[src/design/pm_pkg.sv]
// Package with register selects, field layouts, reset values and link types.
package pm_pkg;

	// ==========================================
	// Register selects (secondary register and opcode)
	localparam logic [3:0] CRM_CLOCK_SETUP = 4'hC;
	localparam logic [3:0] CRM_POWER_MGR = 4'hE;
	localparam logic [2:0] OP_STATUS = 3'h0;
	localparam logic [2:0] OP_DATA = 3'h1;
	localparam logic [2:0] OP_CLOCK_SETUP = 3'h0;

	// ==========================================
	// Clock setup register fields
	localparam int OUT_HI = 24;
	localparam int OUT_LO = 23;
	localparam int IN_HI = 22;
	localparam int IN_LO = 17;
	localparam int PDN_BIT = 16;
	localparam int BYP_HI = 15;
	localparam int BYP_LO = 14;
	localparam int FB_HI = 11;
	localparam int FB_LO = 4;
	localparam int BUS_HI = 3;
	localparam int BUS_LO = 0;
	localparam logic [31:0] CLOCK_SETUP_WMASK = 32'h01FF_CFFF;
	localparam logic [31:0] CLOCK_SETUP_RESET = 32'h0001_C00F;

	// ==========================================
	// Power manager status and data fields
	localparam int VER_HI = 31;
	localparam int VER_LO = 28;
	localparam int TX_IDLE_BIT = 1;
	localparam int RX_FULL_BIT = 0;
	localparam int EMU_BIT = 31;
	localparam int STATE_HI = 7;
	localparam int STATE_LO = 4;
	// Version value is arbitrary.
	localparam logic [3:0] PM_VERSION = 4'h5;

	// ==========================================
	// Power state codes
	localparam logic [3:0] PS_TURBO = 4'hF;
	localparam logic [3:0] PS_NORMAL = 4'hE;
	localparam logic [3:0] PS_SLEEP = 4'h3;
	localparam logic [3:0] PS_COMA = 4'h2;
	localparam logic [3:0] PS_HIBERNATE = 4'h1;
	localparam logic [3:0] PS_OFF = 4'h0;

	typedef struct packed {
		logic emulation;
		logic [3:0] state;
	} pm_word_t;

	typedef enum logic [1:0] {TX_IDLE, TX_REQ, TX_RELEASE} tx_state_t;

endpackage

[src/design/pm_link_if.sv]
// Interface joining the core end and the power manager end.
`timescale 1ns/1ps
interface pm_link_if;
	import pm_pkg::*;
	logic tx_req;
	pm_word_t tx_data;
	logic tx_ack;
	logic rx_req;
	pm_word_t rx_data;
	logic rx_ack;
	logic lock_detect;

	modport core (output tx_req, output tx_data, input tx_ack,
		input rx_req, input rx_data, output rx_ack, input lock_detect);
	modport manager (input tx_req, input tx_data, output tx_ack,
		output rx_req, output rx_data, input rx_ack, output lock_detect);
endinterface

[src/design/pm_core_regs.sv]
// Core end: clock setup register and power manager mailbox.
`timescale 1ns/1ps

// Behaviour
// - Clock setup register loads documented reset fields.
// - Power-down clamps synthesiser, lock considered lost.
// - Bypass field drives clock multiplexer selects.
// - Feedback divider field drives synthesiser.
// - Bus clock divider field sets bus ratio.
// - Output field: partner bit, lock-detect bit.
// - Input field routed to synthesiser control.
// - Status holds version, zeros between flags.
// - Status bit 1 shows transmit idle.
// - Status bit 0 shows receive full.
// - Receive read returns data and acknowledges.
// - Software reads receive only when full.
// - Receive word: emulation bit, state bits.
// - Four-bit power state encoding shared.
// - Received fields keep last programmed state.
// - Transmit write clears idle, requests manager.
// - Software writes transmit only when idle.
// - Double-ended request/acknowledge handshake to acceptance.
// - Handshake done sets transmit idle again.
// - Software checks flags before issuing commands.
// - Transmit word: emulation bit, state bits.
// - Decode c14 status/data and c12 setup.
module pm_core_regs (
	// Clock and reset.
	input wire logic ref_clk,
	input wire logic rst_b,
	// Software register port.
	input wire logic [3:0] reg_crm,
	input wire logic [2:0] reg_op,
	input wire logic [31:0] reg_wdata,
	input wire logic reg_wr,
	input wire logic reg_rd,
	output logic [31:0] reg_rdata,
	// Synthesiser and clock generator controls.
	output logic synth_power_down,
	output logic [1:0] bypass_select,
	output logic [7:0] feedback_divider,
	output logic [3:0] bus_clock_divider,
	output logic [5:0] synth_input_bits,
	output logic synth_partner_out,
	// Link to the power manager.
	pm_link_if.core link
);
	import pm_pkg::*;

	logic [31:0] setup_q;
	logic tx_idle_q;
	logic rx_full_q;
	pm_word_t rx_word_q;
	logic lock_s1_q;
	logic lock_s2_q;
	logic rx_req_s1_q;
	logic rx_req_s2_q;
	logic tx_ack_s1_q;
	logic tx_ack_s2_q;
	logic rx_ack_q;
	logic tx_req_q;
	pm_word_t tx_word_q;
	tx_state_t tx_state_q;

	// ==========================================
	// Decode
	// Commands written while the transmit channel is busy are dropped, and a
	// receive read acknowledges only while a word is held.
	wire sel_setup = (reg_crm == CRM_CLOCK_SETUP) && (reg_op == OP_CLOCK_SETUP);
	wire sel_status = (reg_crm == CRM_POWER_MGR) && (reg_op == OP_STATUS);
	wire sel_data = (reg_crm == CRM_POWER_MGR) && (reg_op == OP_DATA);
	wire setup_wr = reg_wr && sel_setup;
	wire tx_wr = reg_wr && sel_data && tx_idle_q;
	wire rx_take = reg_rd && sel_data && rx_full_q;

	// Lock is reported only while the synthesiser is powered.
	wire lock_seen = lock_s2_q && !setup_q[PDN_BIT];
	wire [31:0] setup_view = (setup_q & CLOCK_SETUP_WMASK & ~(32'h1 << OUT_LO))
		| ({31'h0, lock_seen} << OUT_LO);
	wire [31:0] status_view = {PM_VERSION, 26'h0, tx_idle_q, rx_full_q};
	wire [31:0] rx_view = {rx_word_q.emulation, 23'h0, rx_word_q.state, 4'h0};
	wire [31:0] rdata_d = sel_setup ? setup_view : sel_status ? status_view
		: sel_data ? rx_view : 32'h0;

	// ==========================================
	// Synchronisers for manager-side signals
	always_ff @(posedge ref_clk) begin
		if (!rst_b) begin
			lock_s1_q <= 1'b0;
			lock_s2_q <= 1'b0;
			rx_req_s1_q <= 1'b0;
			rx_req_s2_q <= 1'b0;
			tx_ack_s1_q <= 1'b0;
			tx_ack_s2_q <= 1'b0;
		end else begin
			lock_s1_q <= link.lock_detect;
			lock_s2_q <= lock_s1_q;
			rx_req_s1_q <= link.rx_req;
			rx_req_s2_q <= rx_req_s1_q;
			tx_ack_s1_q <= link.tx_ack;
			tx_ack_s2_q <= tx_ack_s1_q;
		end
	end

	// ==========================================
	// Register read and clock setup register
	always_ff @(posedge ref_clk) begin
		if (!rst_b) begin
			setup_q <= CLOCK_SETUP_RESET;
			reg_rdata <= 32'h0;
		end else begin
			if (setup_wr) begin
				setup_q <= reg_wdata & CLOCK_SETUP_WMASK;
			end
			reg_rdata <= reg_rd ? rdata_d : 32'h0;
		end
	end

	// ==========================================
	// Synthesiser outputs
	always_ff @(posedge ref_clk) begin
		if (!rst_b) begin
			synth_power_down <= CLOCK_SETUP_RESET[PDN_BIT];
			bypass_select <= CLOCK_SETUP_RESET[BYP_HI:BYP_LO];
			feedback_divider <= CLOCK_SETUP_RESET[FB_HI:FB_LO];
			bus_clock_divider <= CLOCK_SETUP_RESET[BUS_HI:BUS_LO];
			synth_input_bits <= CLOCK_SETUP_RESET[IN_HI:IN_LO];
			synth_partner_out <= CLOCK_SETUP_RESET[OUT_HI];
		end else begin
			synth_power_down <= setup_q[PDN_BIT];
			bypass_select <= setup_q[BYP_HI:BYP_LO];
			feedback_divider <= setup_q[FB_HI:FB_LO];
			bus_clock_divider <= setup_q[BUS_HI:BUS_LO];
			synth_input_bits <= setup_q[IN_HI:IN_LO];
			synth_partner_out <= setup_q[OUT_HI];
		end
	end

	// ==========================================
	// Receive channel: four-phase, manager raises request with data held.
	// The received word is not cleared by reset so it keeps the last state.
	always_ff @(posedge ref_clk) begin
		if (rx_req_s2_q && !rx_ack_q && !rx_full_q) begin
			rx_word_q <= link.rx_data;
		end
	end

	always_ff @(posedge ref_clk) begin
		if (!rst_b) begin
			rx_full_q <= 1'b0;
			rx_ack_q <= 1'b0;
		end else begin
			if (rx_req_s2_q && !rx_ack_q && !rx_full_q) begin
				rx_full_q <= 1'b1;
			end else if (rx_take) begin
				rx_full_q <= 1'b0;
				rx_ack_q <= 1'b1;
			end else if (!rx_req_s2_q) begin
				rx_ack_q <= 1'b0;
			end
		end
	end

	// ==========================================
	// Transmit channel: four-phase request/acknowledge.
	// The request falls only once the acknowledge is seen, and idle returns only
	// after the acknowledge has fallen, so no command can overlap the last one.
	always_ff @(posedge ref_clk) begin
		if (!rst_b) begin
			tx_state_q <= TX_IDLE;
			tx_idle_q <= 1'b1;
			tx_req_q <= 1'b0;
			tx_word_q <= '0;
		end else begin
			case (tx_state_q)
				TX_IDLE: begin
					if (tx_wr) begin
						tx_word_q <= pm_word_t'({reg_wdata[EMU_BIT],
							reg_wdata[STATE_HI:STATE_LO]});
						tx_idle_q <= 1'b0;
						tx_req_q <= 1'b1;
						tx_state_q <= TX_REQ;
					end
				end
				TX_REQ: begin
					if (tx_ack_s2_q) begin
						tx_req_q <= 1'b0;
						tx_state_q <= TX_RELEASE;
					end
				end
				TX_RELEASE: begin
					if (!tx_ack_s2_q) begin
						tx_idle_q <= 1'b1;
						tx_state_q <= TX_IDLE;
					end
				end
				default: begin
					tx_state_q <= TX_IDLE;
				end
			endcase
		end
	end

	assign link.tx_req = tx_req_q;
	assign link.tx_data = tx_word_q;
	assign link.rx_ack = rx_ack_q;
endmodule

[src/flat_wrapper.sv]
// flat-port wrapper written by rule: the top's interface ports become plain ports
module pm_core_regs_flat import pm_pkg::*;
  (ref_clk, rst_b, reg_crm, reg_op, reg_wdata, reg_wr, reg_rd, reg_rdata, synth_power_down, bypass_select, feedback_divider, bus_clock_divider, synth_input_bits, synth_partner_out, link_tx_req, link_tx_data, link_tx_ack, link_rx_req, link_rx_data, link_rx_ack, link_lock_detect);
  pm_link_if link_i ();
  input wire logic ref_clk;
  input wire logic rst_b;
  input wire logic [3:0] reg_crm;
  input wire logic [2:0] reg_op;
  input wire logic [31:0] reg_wdata;
  input wire logic reg_wr;
  input wire logic reg_rd;
  output logic [31:0] reg_rdata;
  output logic synth_power_down;
  output logic [1:0] bypass_select;
  output logic [7:0] feedback_divider;
  output logic [3:0] bus_clock_divider;
  output logic [5:0] synth_input_bits;
  output logic synth_partner_out;
  output wire logic [$bits(link_i.tx_req)-1:0] link_tx_req;
  output wire logic [$bits(link_i.tx_data)-1:0] link_tx_data;
  input wire logic [$bits(link_i.tx_ack)-1:0] link_tx_ack;
  input wire logic [$bits(link_i.rx_req)-1:0] link_rx_req;
  input wire logic [$bits(link_i.rx_data)-1:0] link_rx_data;
  output wire logic [$bits(link_i.rx_ack)-1:0] link_rx_ack;
  input wire logic [$bits(link_i.lock_detect)-1:0] link_lock_detect;
  assign link_tx_req = link_i.tx_req;
  assign link_tx_data = link_i.tx_data;
  assign link_i.tx_ack = link_tx_ack;
  assign link_i.rx_req = link_rx_req;
  assign link_i.rx_data = link_rx_data;
  assign link_rx_ack = link_i.rx_ack;
  assign link_i.lock_detect = link_lock_detect;
  pm_core_regs u_core (.ref_clk(ref_clk), .rst_b(rst_b), .reg_crm(reg_crm), .reg_op(reg_op), .reg_wdata(reg_wdata), .reg_wr(reg_wr), .reg_rd(reg_rd), .reg_rdata(reg_rdata), .synth_power_down(synth_power_down), .bypass_select(bypass_select), .feedback_divider(feedback_divider), .bus_clock_divider(bus_clock_divider), .synth_input_bits(synth_input_bits), .synth_partner_out(synth_partner_out), .link(link_i));
endmodule
[config.mk]
export PLATFORM = sky130hd
export DESIGN_NAME = pm_core_regs_flat
export DESIGN_NICKNAME = d
export VERILOG_FILES = /design/src/design/pm_pkg.sv /design/src/design/pm_link_if.sv /design/src/design/pm_core_regs.sv /design/src/flat_wrapper.sv
export SDC_FILE = /design/constraint.sdc
export NUM_CORES = 1
export LEC_CHECK = 0
export CORE_MARGIN = 4
export CORE_UTILIZATION = 60
export CTS_CLUSTER_DIAMETER = 100
export DETAILED_ROUTE_END_ITERATION = 8
export DONT_BUFFER_PORTS = 1
export PLACE_DENSITY = 0.76
export SLEW_MARGIN = 30
export SYNTH_ARGS = -nofsm -noshare
export SYNTH_HDL_FRONTEND = slang
export SYNTH_SLANG_ARGS = --single-unit
[constraint.sdc]
create_clock -name ref_clk -period 1.6 [get_ports ref_clk]
set_input_delay 0.32 -clock ref_clk [delete_from_list [all_inputs] [get_ports ref_clk]]
set_output_delay 0.32 -clock ref_clk [all_outputs]
set_load 0.005 [all_outputs]
* Word-level counts from Yosys, hierarchy flattened
Cells that the tools add are included.
Storage, ports and cells: register bits after elaboration 99, bits of input ports 51, word-level logic and storage cells 76
Operators by class: equal/unequal tests 9, multiplexer cells 17, bitwise gates (word level) 2, reduce and logical (&&, ||, !) cells 25
Operator list (number):
- $mux 32 | 3
- $or 25x24->25 | 1
- $logic_and 1x1->1 | 11
- $reduce_and 3->1 | 3
- $eq 4x4->1 const B | 2
- $mux 1 | 8
- $mux 2 | 3
- $pmux 2 s3 | 1
- $reduce_and 2->1 | 3
- $reduce_bool 2->1 | 3
- $ne 2x1->1 const B | 2
- $ne 2x2->1 const B | 2
- $pmux 1 s2 | 2
- $eq 3x1->1 const B | 1
- $logic_not 1->1 | 3
- $logic_not 3->1 | 1
- $eq 2x1->1 const B | 1
- $eq 2x2->1 const B | 1
- $logic_not 2->1 | 1
- $not 1->1 | 1

* Logic depth before layout (Yosys ltp)
Gate-level depths: netlist of run 1.
word-level depth 6, gate-level depth with buffers 5

* Worst setup path before layout of run 1
No wires, ideal clock.
path type input-to-reg, start input port reg_op[1], end register u_core.setup_q[14], library setup time 0.121 ns, arrival time 1.324 ns, setup slack 0.154 ns, cell stages on the path 5, buffers on the path 2, cell sequence nor3_1 and4_1 buf_6 buf_6 mux2_4
Between the ends: longest elaborated chain between the ends 3
Ends and longest elaborated chain:
- start, declared | line flat_wrapper.sv:8 | input wire logic [2:0] reg_op;
- $logic_not 3->1 | line pm_core_regs.sv:69 | wire sel_setup = (reg_crm == CRM_CLOCK_SETUP) && (reg_op == OP_CLOCK_SETUP);
- $logic_and 1x1->1 | line pm_core_regs.sv:69
- $logic_and 1x1->1 | line pm_core_regs.sv:72 | wire setup_wr = reg_wr && sel_setup;
- end signal, assigned | line pm_core_regs.sv:113 | setup_q <= reg_wdata & CLOCK_SETUP_WMASK;
- end, declared | line pm_core_regs.sv:50 | logic [31:0] setup_q;
Every way passes these cells. A chain may end at the register's enable or synchronous reset.

* Final worst setup path of run 1
start register u_core.rx_req_s2_q, end register u_core.rx_word_q, in the netlist u_core.rx_view[5], enable pin
Between the ends: longest elaborated chain between the ends 2
Ends and longest elaborated chain:
- start, declared | line pm_core_regs.sv:57 | logic rx_req_s2_q;
- start signal, assigned | line pm_core_regs.sv:99 | rx_req_s2_q <= rx_req_s1_q;
- $logic_and 1x1->1 (2 in a row) | line pm_core_regs.sv:143 | if (rx_req_s2_q && !rx_ack_q && !rx_full_q) begin
- end signal, assigned | line pm_core_regs.sv:144 | rx_word_q <= link.rx_data;
- end, declared | line pm_core_regs.sv:53 | pm_word_t rx_word_q;
Every way passes these cells.

==> results.sh, run 1 <==
export IMPL_status="finished, final reports clean"
export IMPL_yosysMostFrequentCell="dfxtp_1"
export IMPL_critPathCaptureType="flip-flop"
export IMPL_cts_buffers=9
export IMPL_fin_skew_ps=6.56
export IMPL_clock_path_buffers=2
export IMPL_cts_root_buf="clkbuf_8"
export IMPL_grt_max_degree=64
export IMPL_path_class="reg -> reg"
export IMPL_rsz0062_at_grt="false"
export IMPL_dp_hpwl_um=3510
export IMPL_min_to="u_core.reg_rdata[28]"
export IMPL_synthCells=269
export IMPL_r2r_end="u_core.rx_view[5]"
export IMPL_drt_pass1_iterations=4
export IMPL_worstPathMaxFanout=5
export IMPL_num_vias=1683
export IMPL_fin_setup_tns_ps=0
export IMPL_hold_start="reg_op[0]"
export IMPL_p_int_uw=3050
export IMPL_ys_top_cells_by_count="dfxtp_1 (86), nand2_1 (40), and2_1 (25)"
export IMPL_place_inst=330
export IMPL_postRouteAntennaNets=0
export IMPL_clkPwrFrac=0.380
export IMPL_syn_cell_area_um2=3010
export IMPL_ctsHtreeMaxLevel=3
export IMPL_period_share=0.778
export IMPL_core_area_um2=4790
export IMPL_synth_area_leaders="dfxtp_1 (57%), mux2i_1 (7.3%), and2_1 (5.2%)"
export IMPL_cpMaxStageDelayCell="nor2b_1"
export IMPL_worstPathArrival_ps=1240
export IMPL_async_reset_ff_frac=0
export IMPL_synth_enable_flop_cells=5
export IMPL_clk_pin_slew_ps=80
export IMPL_combPwrFrac=0.016
export IMPL_cts_tree="yes"
export IMPL_avgSynthCellArea_um2=11.2
export IMPL_diodes=0
export IMPL_routed_wl_um=4950
export IMPL_crit_chain="nor2b_1 > nor2b_1"
export IMPL_maxSlewViolCount=0
export IMPL_swShare=0.201
export IMPL_ios=112
export IMPL_cts_hold_buf=0
export IMPL_syn2layout_area_growth_pct=8.52
export IMPL_cts_resized=0
export IMPL_hold_viol=0
export IMPL_finalSetupViolations=0
export IMPL_die_area_um2=6210
export IMPL_start_kind="flip-flop"
export IMPL_layout_drive_gt1_share=0.108
export IMPL_post_cts_buffers=0
export IMPL_post_drt_wl_per_cell_um=14.3
export IMPL_switching_power_uw=768
export IMPL_drtIter0Drc=76
export IMPL_drc=0
export IMPL_synth_warnings=0
export IMPL_grt_pass1_wl_um=7980
export IMPL_fin_crit_ps=1240
export IMPL_p_leak_uw=0.00138
export IMPL_nets=325
export IMPL_grt_usage=0.171
export IMPL_synthFlopType="dfxtp_1"
export IMPL_rrSetupSlack_ps=360
export IMPL_io_buffers=0
export IMPL_gp_congestion=0.715
export IMPL_cp_num_buf_inv=0
export IMPL_initial_core_util=0.629
export IMPL_die_h_um=78.8
export IMPL_hold_depth=1
export IMPL_r2r_start="u_core.rx_req_s2_q"
export IMPL_vias_per_cell=4.86
export IMPL_drv_cap=0
export IMPL_die_w_um=78.8
export IMPL_peakVddDrop_mv=0.698
export IMPL_yosysSeqAreaShare=0.622
export IMPL_clk_latency_ps=340
export IMPL_grt_pass1_vias=1673
export IMPL_antenna_found_initial=0
export IMPL_power_per_cell_area_nw_per_um2=1170
export IMPL_hp_class="in -> reg"
export IMPL_cp_common_cell="nor2b_1"
export IMPL_yosysUniqueCellTypes=35
export IMPL_slowest_delay_ps=420
export IMPL_cts_num_sinks=91
export IMPL_yosys_area_top_type_share=0.572
export IMPL_yosysTopAreaCell="dfxtp_1"
export IMPL_path_delay_family="simple AND/OR/NAND/NOR gates"
export IMPL_reg2reg_depth=2
export IMPL_rows=25
export IMPL_grt_overflow=0
export IMPL_fillCellCount=365
export IMPL_final_cells=346
export IMPL_cp_data_required_time_ps=1590
export IMPL_fmaxAchievable_mhz=804
export IMPL_seqPwrFrac=0.604
export IMPL_ys_ff_latch=91
[how the worst max path moves through the flow]
stage / from / to / slack [ps] / depth (start not counted)
floorplan: reg_op[1] / u_core.setup_q[14] / 150 / 5
global placement: reg_op[1] / u_core.setup_q[0] / 150 / 4
detailed placement: reg_op[1] / u_core.setup_q[18] / 120 / 5
CTS: u_core.link.rx_ack / u_core.rx_view[5] / 350 / 2
global route: u_core.tx_state_q[1] / u_core.link.tx_data[3] / 280 / 4
finish: u_core.rx_req_s2_q / u_core.rx_view[5] / 360 / 2
[worst register-to-register path, cell delays in order, from the launching register on]
cell and delay, ps:
dfxtp_1 330, nor2b_1 150, nor2b_1 420
[registers in the layout, indices dropped and copies added, names as in the netlist, 2 cells and up]
name                      cells
u_core.link.tx_data           5
u_core.synth_input_bits       6
u_core.bus_clock_divider      4
u_core.rx_view                5
u_core.setup_q               22
u_core.tx_state_q             2
u_core.feedback_divider       8
u_core.reg_rdata             25
u_core.bypass_select          2
[final cells by class]
type,count,area [µm²],share of cell area
clock buffer,11,131,0.0402
clock inverter,5,53.8,0.0165
inverter,17,63.8,0.0195
multi-input combinational,149,978,0.300
sequential,91,1870,0.573
tap,67,83.8,0.0257
timing repair buffer,6,82.6,0.0253
[cell families after synthesis]
kind of cell | count (synthesis) | synth area share
mux | 29 | 0.106
buf+inv | 34 | 0.0590
compound gates | 11 | 0.0279
flops | 91 | 0.622
other cells | 1 | 0.00125
simple gates | 103 | 0.184
[power groups by stage]
stage          clock, µW  sequential (µW)  combinational (µW)
2_1_floorplan          0             2360                79.6
3_3_place_gp           0             2360                60.9
3_5_place_dp           0             2360                62.4
4_1_cts             1480             2300                62.5
5_1_grt             1610             2310                72.0
6_report            1450             2300                62.0
[cell usage in the layout, fill, tap and decap left out, types with 4 or more instances in the layout]
| master | netlist | final |
|---|---|---|
| a22oi_1 | 4 | 4 |
| and2_1 | 25 | 25 |
| clkbuf_8 | 0 | 9 |
| conb_1 | 1 | 6 |
| dfxtp_1 | 86 | 86 |
| edfxtp_1 | 5 | 5 |
| inv_1 | 17 | 17 |
| mux2_4 | 5 | 5 |
| mux2i_1 | 22 | 22 |
| nand2_1 | 40 | 40 |
| nand2b_1 | 15 | 15 |
| nor2_1 | 6 | 6 |
[through the flow]
stage	hold slack [ps]	utilization	cell area, µm²	power [µW]	setup slack [ps]
2_1_floorplan	396	-	3030	2440	154
3_3_place_gp	400	0.644	3080	2420	149
3_5_place_dp	407	0.644	3080	2420	123
4_1_cts	38.9	0.682	3270	3850	346
5_1_grt	22.4	0.682	3270	3990	275
6_report	59.3	0.682	3270	3820	355
[routing by layer]
metal | routed length [µm] | vias up | global-route usage
met1 | 2010 | 737 | 0.191
met2 | 2380 | 74 | 0.275
met5 | 0 | - | 0
met3 | 449 | 11 | 0.0748
met4 | 106 | 0 | 0.0911
li1 | - | 861 | -
Note: power is estimated with default switching activity, not from simulation.
==> run 2, diff against run 1 <==
==> constraint.sdc (replaced) <==
create_clock -name ref_clk -period 1.28 [get_ports ref_clk]
set_input_delay 0.256 -clock ref_clk [delete_from_list [all_inputs] [get_ports ref_clk]]
set_output_delay 0.256 -clock ref_clk [all_outputs]
set_load 0.005 [all_outputs]
==> run 2 against run 1 <==
Final cell count up 1.7%; clock-buffer cell count shrank 1; combinational power is 63% higher; largest cell class unchanged.
==> results.sh, run 2 (same netlist as run 1, synthesis figures left out) <==
export IMPL_hp_class="in -> reg"
export IMPL_grt_pass1_wl_um=8240
export IMPL_routed_wl_um=5130
export IMPL_fin_skew_ps=7.47
export IMPL_largest_register_ffs=25
export IMPL_drtIter0Drc=37
export IMPL_grt_overflow=0
export IMPL_worstPathMaxFanout=8
export IMPL_path_class="reg -> reg"
export IMPL_grt_usage=0.174
export IMPL_ctsHtreeMaxLevel=3
export IMPL_critPathCaptureType="flip-flop"
export IMPL_die_w_um=78.8
export IMPL_num_vias=1730
export IMPL_die_area_um2=6210
export IMPL_reg_top3="u_core.reg_rdata (25), u_core.setup_q (22), u_core.feedback_divider (8)"
export IMPL_peakVddDrop_mv=1.01
export IMPL_postRouteAntennaNets=0
export IMPL_cp_data_required_time_ps=1560
export IMPL_clock_path_buffers=2
export IMPL_syn2layout_area_growth_pct=11.2
export IMPL_place_inst=329
export IMPL_regArea_um2=1870
export IMPL_finalSetupViolations=0
export IMPL_final_common_cell="dfxtp_1"
export IMPL_top_register="u_core.reg_rdata"
export IMPL_period_share=0.879
export IMPL_nets=331
export IMPL_io_buffers=0
export IMPL_tightest_slew_ps=574
export IMPL_layout_drive_gt1_share=0.112
export IMPL_maxSlewViolCount=0
export IMPL_clk_pin_slew_ps=90
export IMPL_power_per_cell_area_nw_per_um2=1430
export IMPL_worstPathArrival_ps=1400
export IMPL_p_leak_uw=0.00140
export IMPL_fillCellCount=349
export IMPL_cts_num_sinks=91
export IMPL_rows=25
export IMPL_fmaxAchievable_mhz=889
export IMPL_grt_max_degree=61
export IMPL_start_kind="flip-flop"
export IMPL_dp_hpwl_um=3470
export IMPL_dpl_cell_area_um2=3090
export IMPL_slew_limit_headroom=0.617
export IMPL_grt_pass1_vias=1696
export IMPL_post_route_cell_area_um2=3350
export IMPL_core_area_um2=4790
export IMPL_drt_pass1_iterations=3
export IMPL_ios=112
export IMPL_antenna_found_initial=0
export IMPL_multi_input_area_um2=995
export IMPL_gp_congestion=0.744
export IMPL_drc=0
export IMPL_cts_resized=0
export IMPL_diodes=0
export IMPL_die_h_um=78.8
export IMPL_fin_setup_tns_ps=0
export IMPL_final_cells=352
export IMPL_hold_viol=0
export IMPL_vias_per_cell=4.91
export IMPL_fin_crit_ps=1120
export IMPL_final_cell_mix="dfxtp_1 (86), nand2_1 (40), and2_1 (25)"
export IMPL_cts_root_buf="clkbuf_8"
export IMPL_initial_core_util=0.629
export IMPL_cts_tree="yes"
export IMPL_status="finished, final reports clean"
export IMPL_cts_buffers=9
export IMPL_drv_cap=0
export IMPL_post_drt_wl_per_cell_um=14.6
export IMPL_rsz0062_at_grt="false"
export IMPL_clk_latency_ps=350
==> run 2: cell types whose count changed in the layout (fill, tap and decap cells not counted), sizes merged <==
cell and delta:
dlygate4sd3 +7, clkinvlp +3, clkinv -2, buf -1, bufinv -1, clkbuf -1
inv +1
==> run 2: final cells by class <==
| cell class | instances | area share |
|---|---|---|
| inverter | 17 | 0.0191 |
| sequential | 91 | 0.559 |
| clock inverter | 6 | 0.0146 |
| clock buffer | 10 | 0.0411 |
| multi-input combinational | 149 | 0.297 |
| tap | 67 | 0.0251 |
| timing repair buffer | 12 | 0.0434 |
==> run 2: what timing repair did <==
item                                    4_1_cts  5_1_grt
buffers inserted                              0        0
hold buffers                                  7        0
endpoints found under the hold margin        12        0
endpoints found under the setup margin        0        3
==> run 2: final timing paths <==
path	from	endpoint	slack, ps	depth (start not counted)
setup reg to reg	u_core.tx_state_q[1]	u_core.link.tx_data[4]	160	4
setup / recovery	u_core.tx_state_q[1]	u_core.link.tx_data[4]	160	4
hold reg to reg	u_core.tx_ack_s1_q	u_core.tx_ack_s2_q	440	1
hold / removal	rst_b	u_core.bus_clock_divider[2]	30	1
==> run 2: power breakdown <==
part	switching, µW	leakage, µW	internal [µW]
clock network	1020	0.0000851	772
logic	44.5	0.000573	56.2
registers	7.86	0.000740	2870
total	1070	0.00140	3700
==> run 2: per-stage QoR <==
step	util	hold WS (ps)	power [µW]	setup WS [ps]
final	0.699	27.8	4770	155
after global placement	0.645	336	3030	-48.1
after detailed placement	0.645	335	3030	-71.5
after CTS	0.699	1.33	4820	83.3
after floorplan	-	332	3050	-4.09
after global routing	0.699	2.47	4960	68.5
==> run 2: critical path: stages, from the launching register on <==
cell and delay (ps):
dfxtp_1 330, nand4bb_1 230, nor3_4 170, buf_12 150, mux2i_1 180
==> run 2: metal layers <==
layer	vias to the layer above	wire, µm	track usage
li1	876	-	-
met5	-	0	0
met3	17	426	0.0635
met4	0	187	0.122
met1	772	2100	0.192
met2	65	2420	0.279
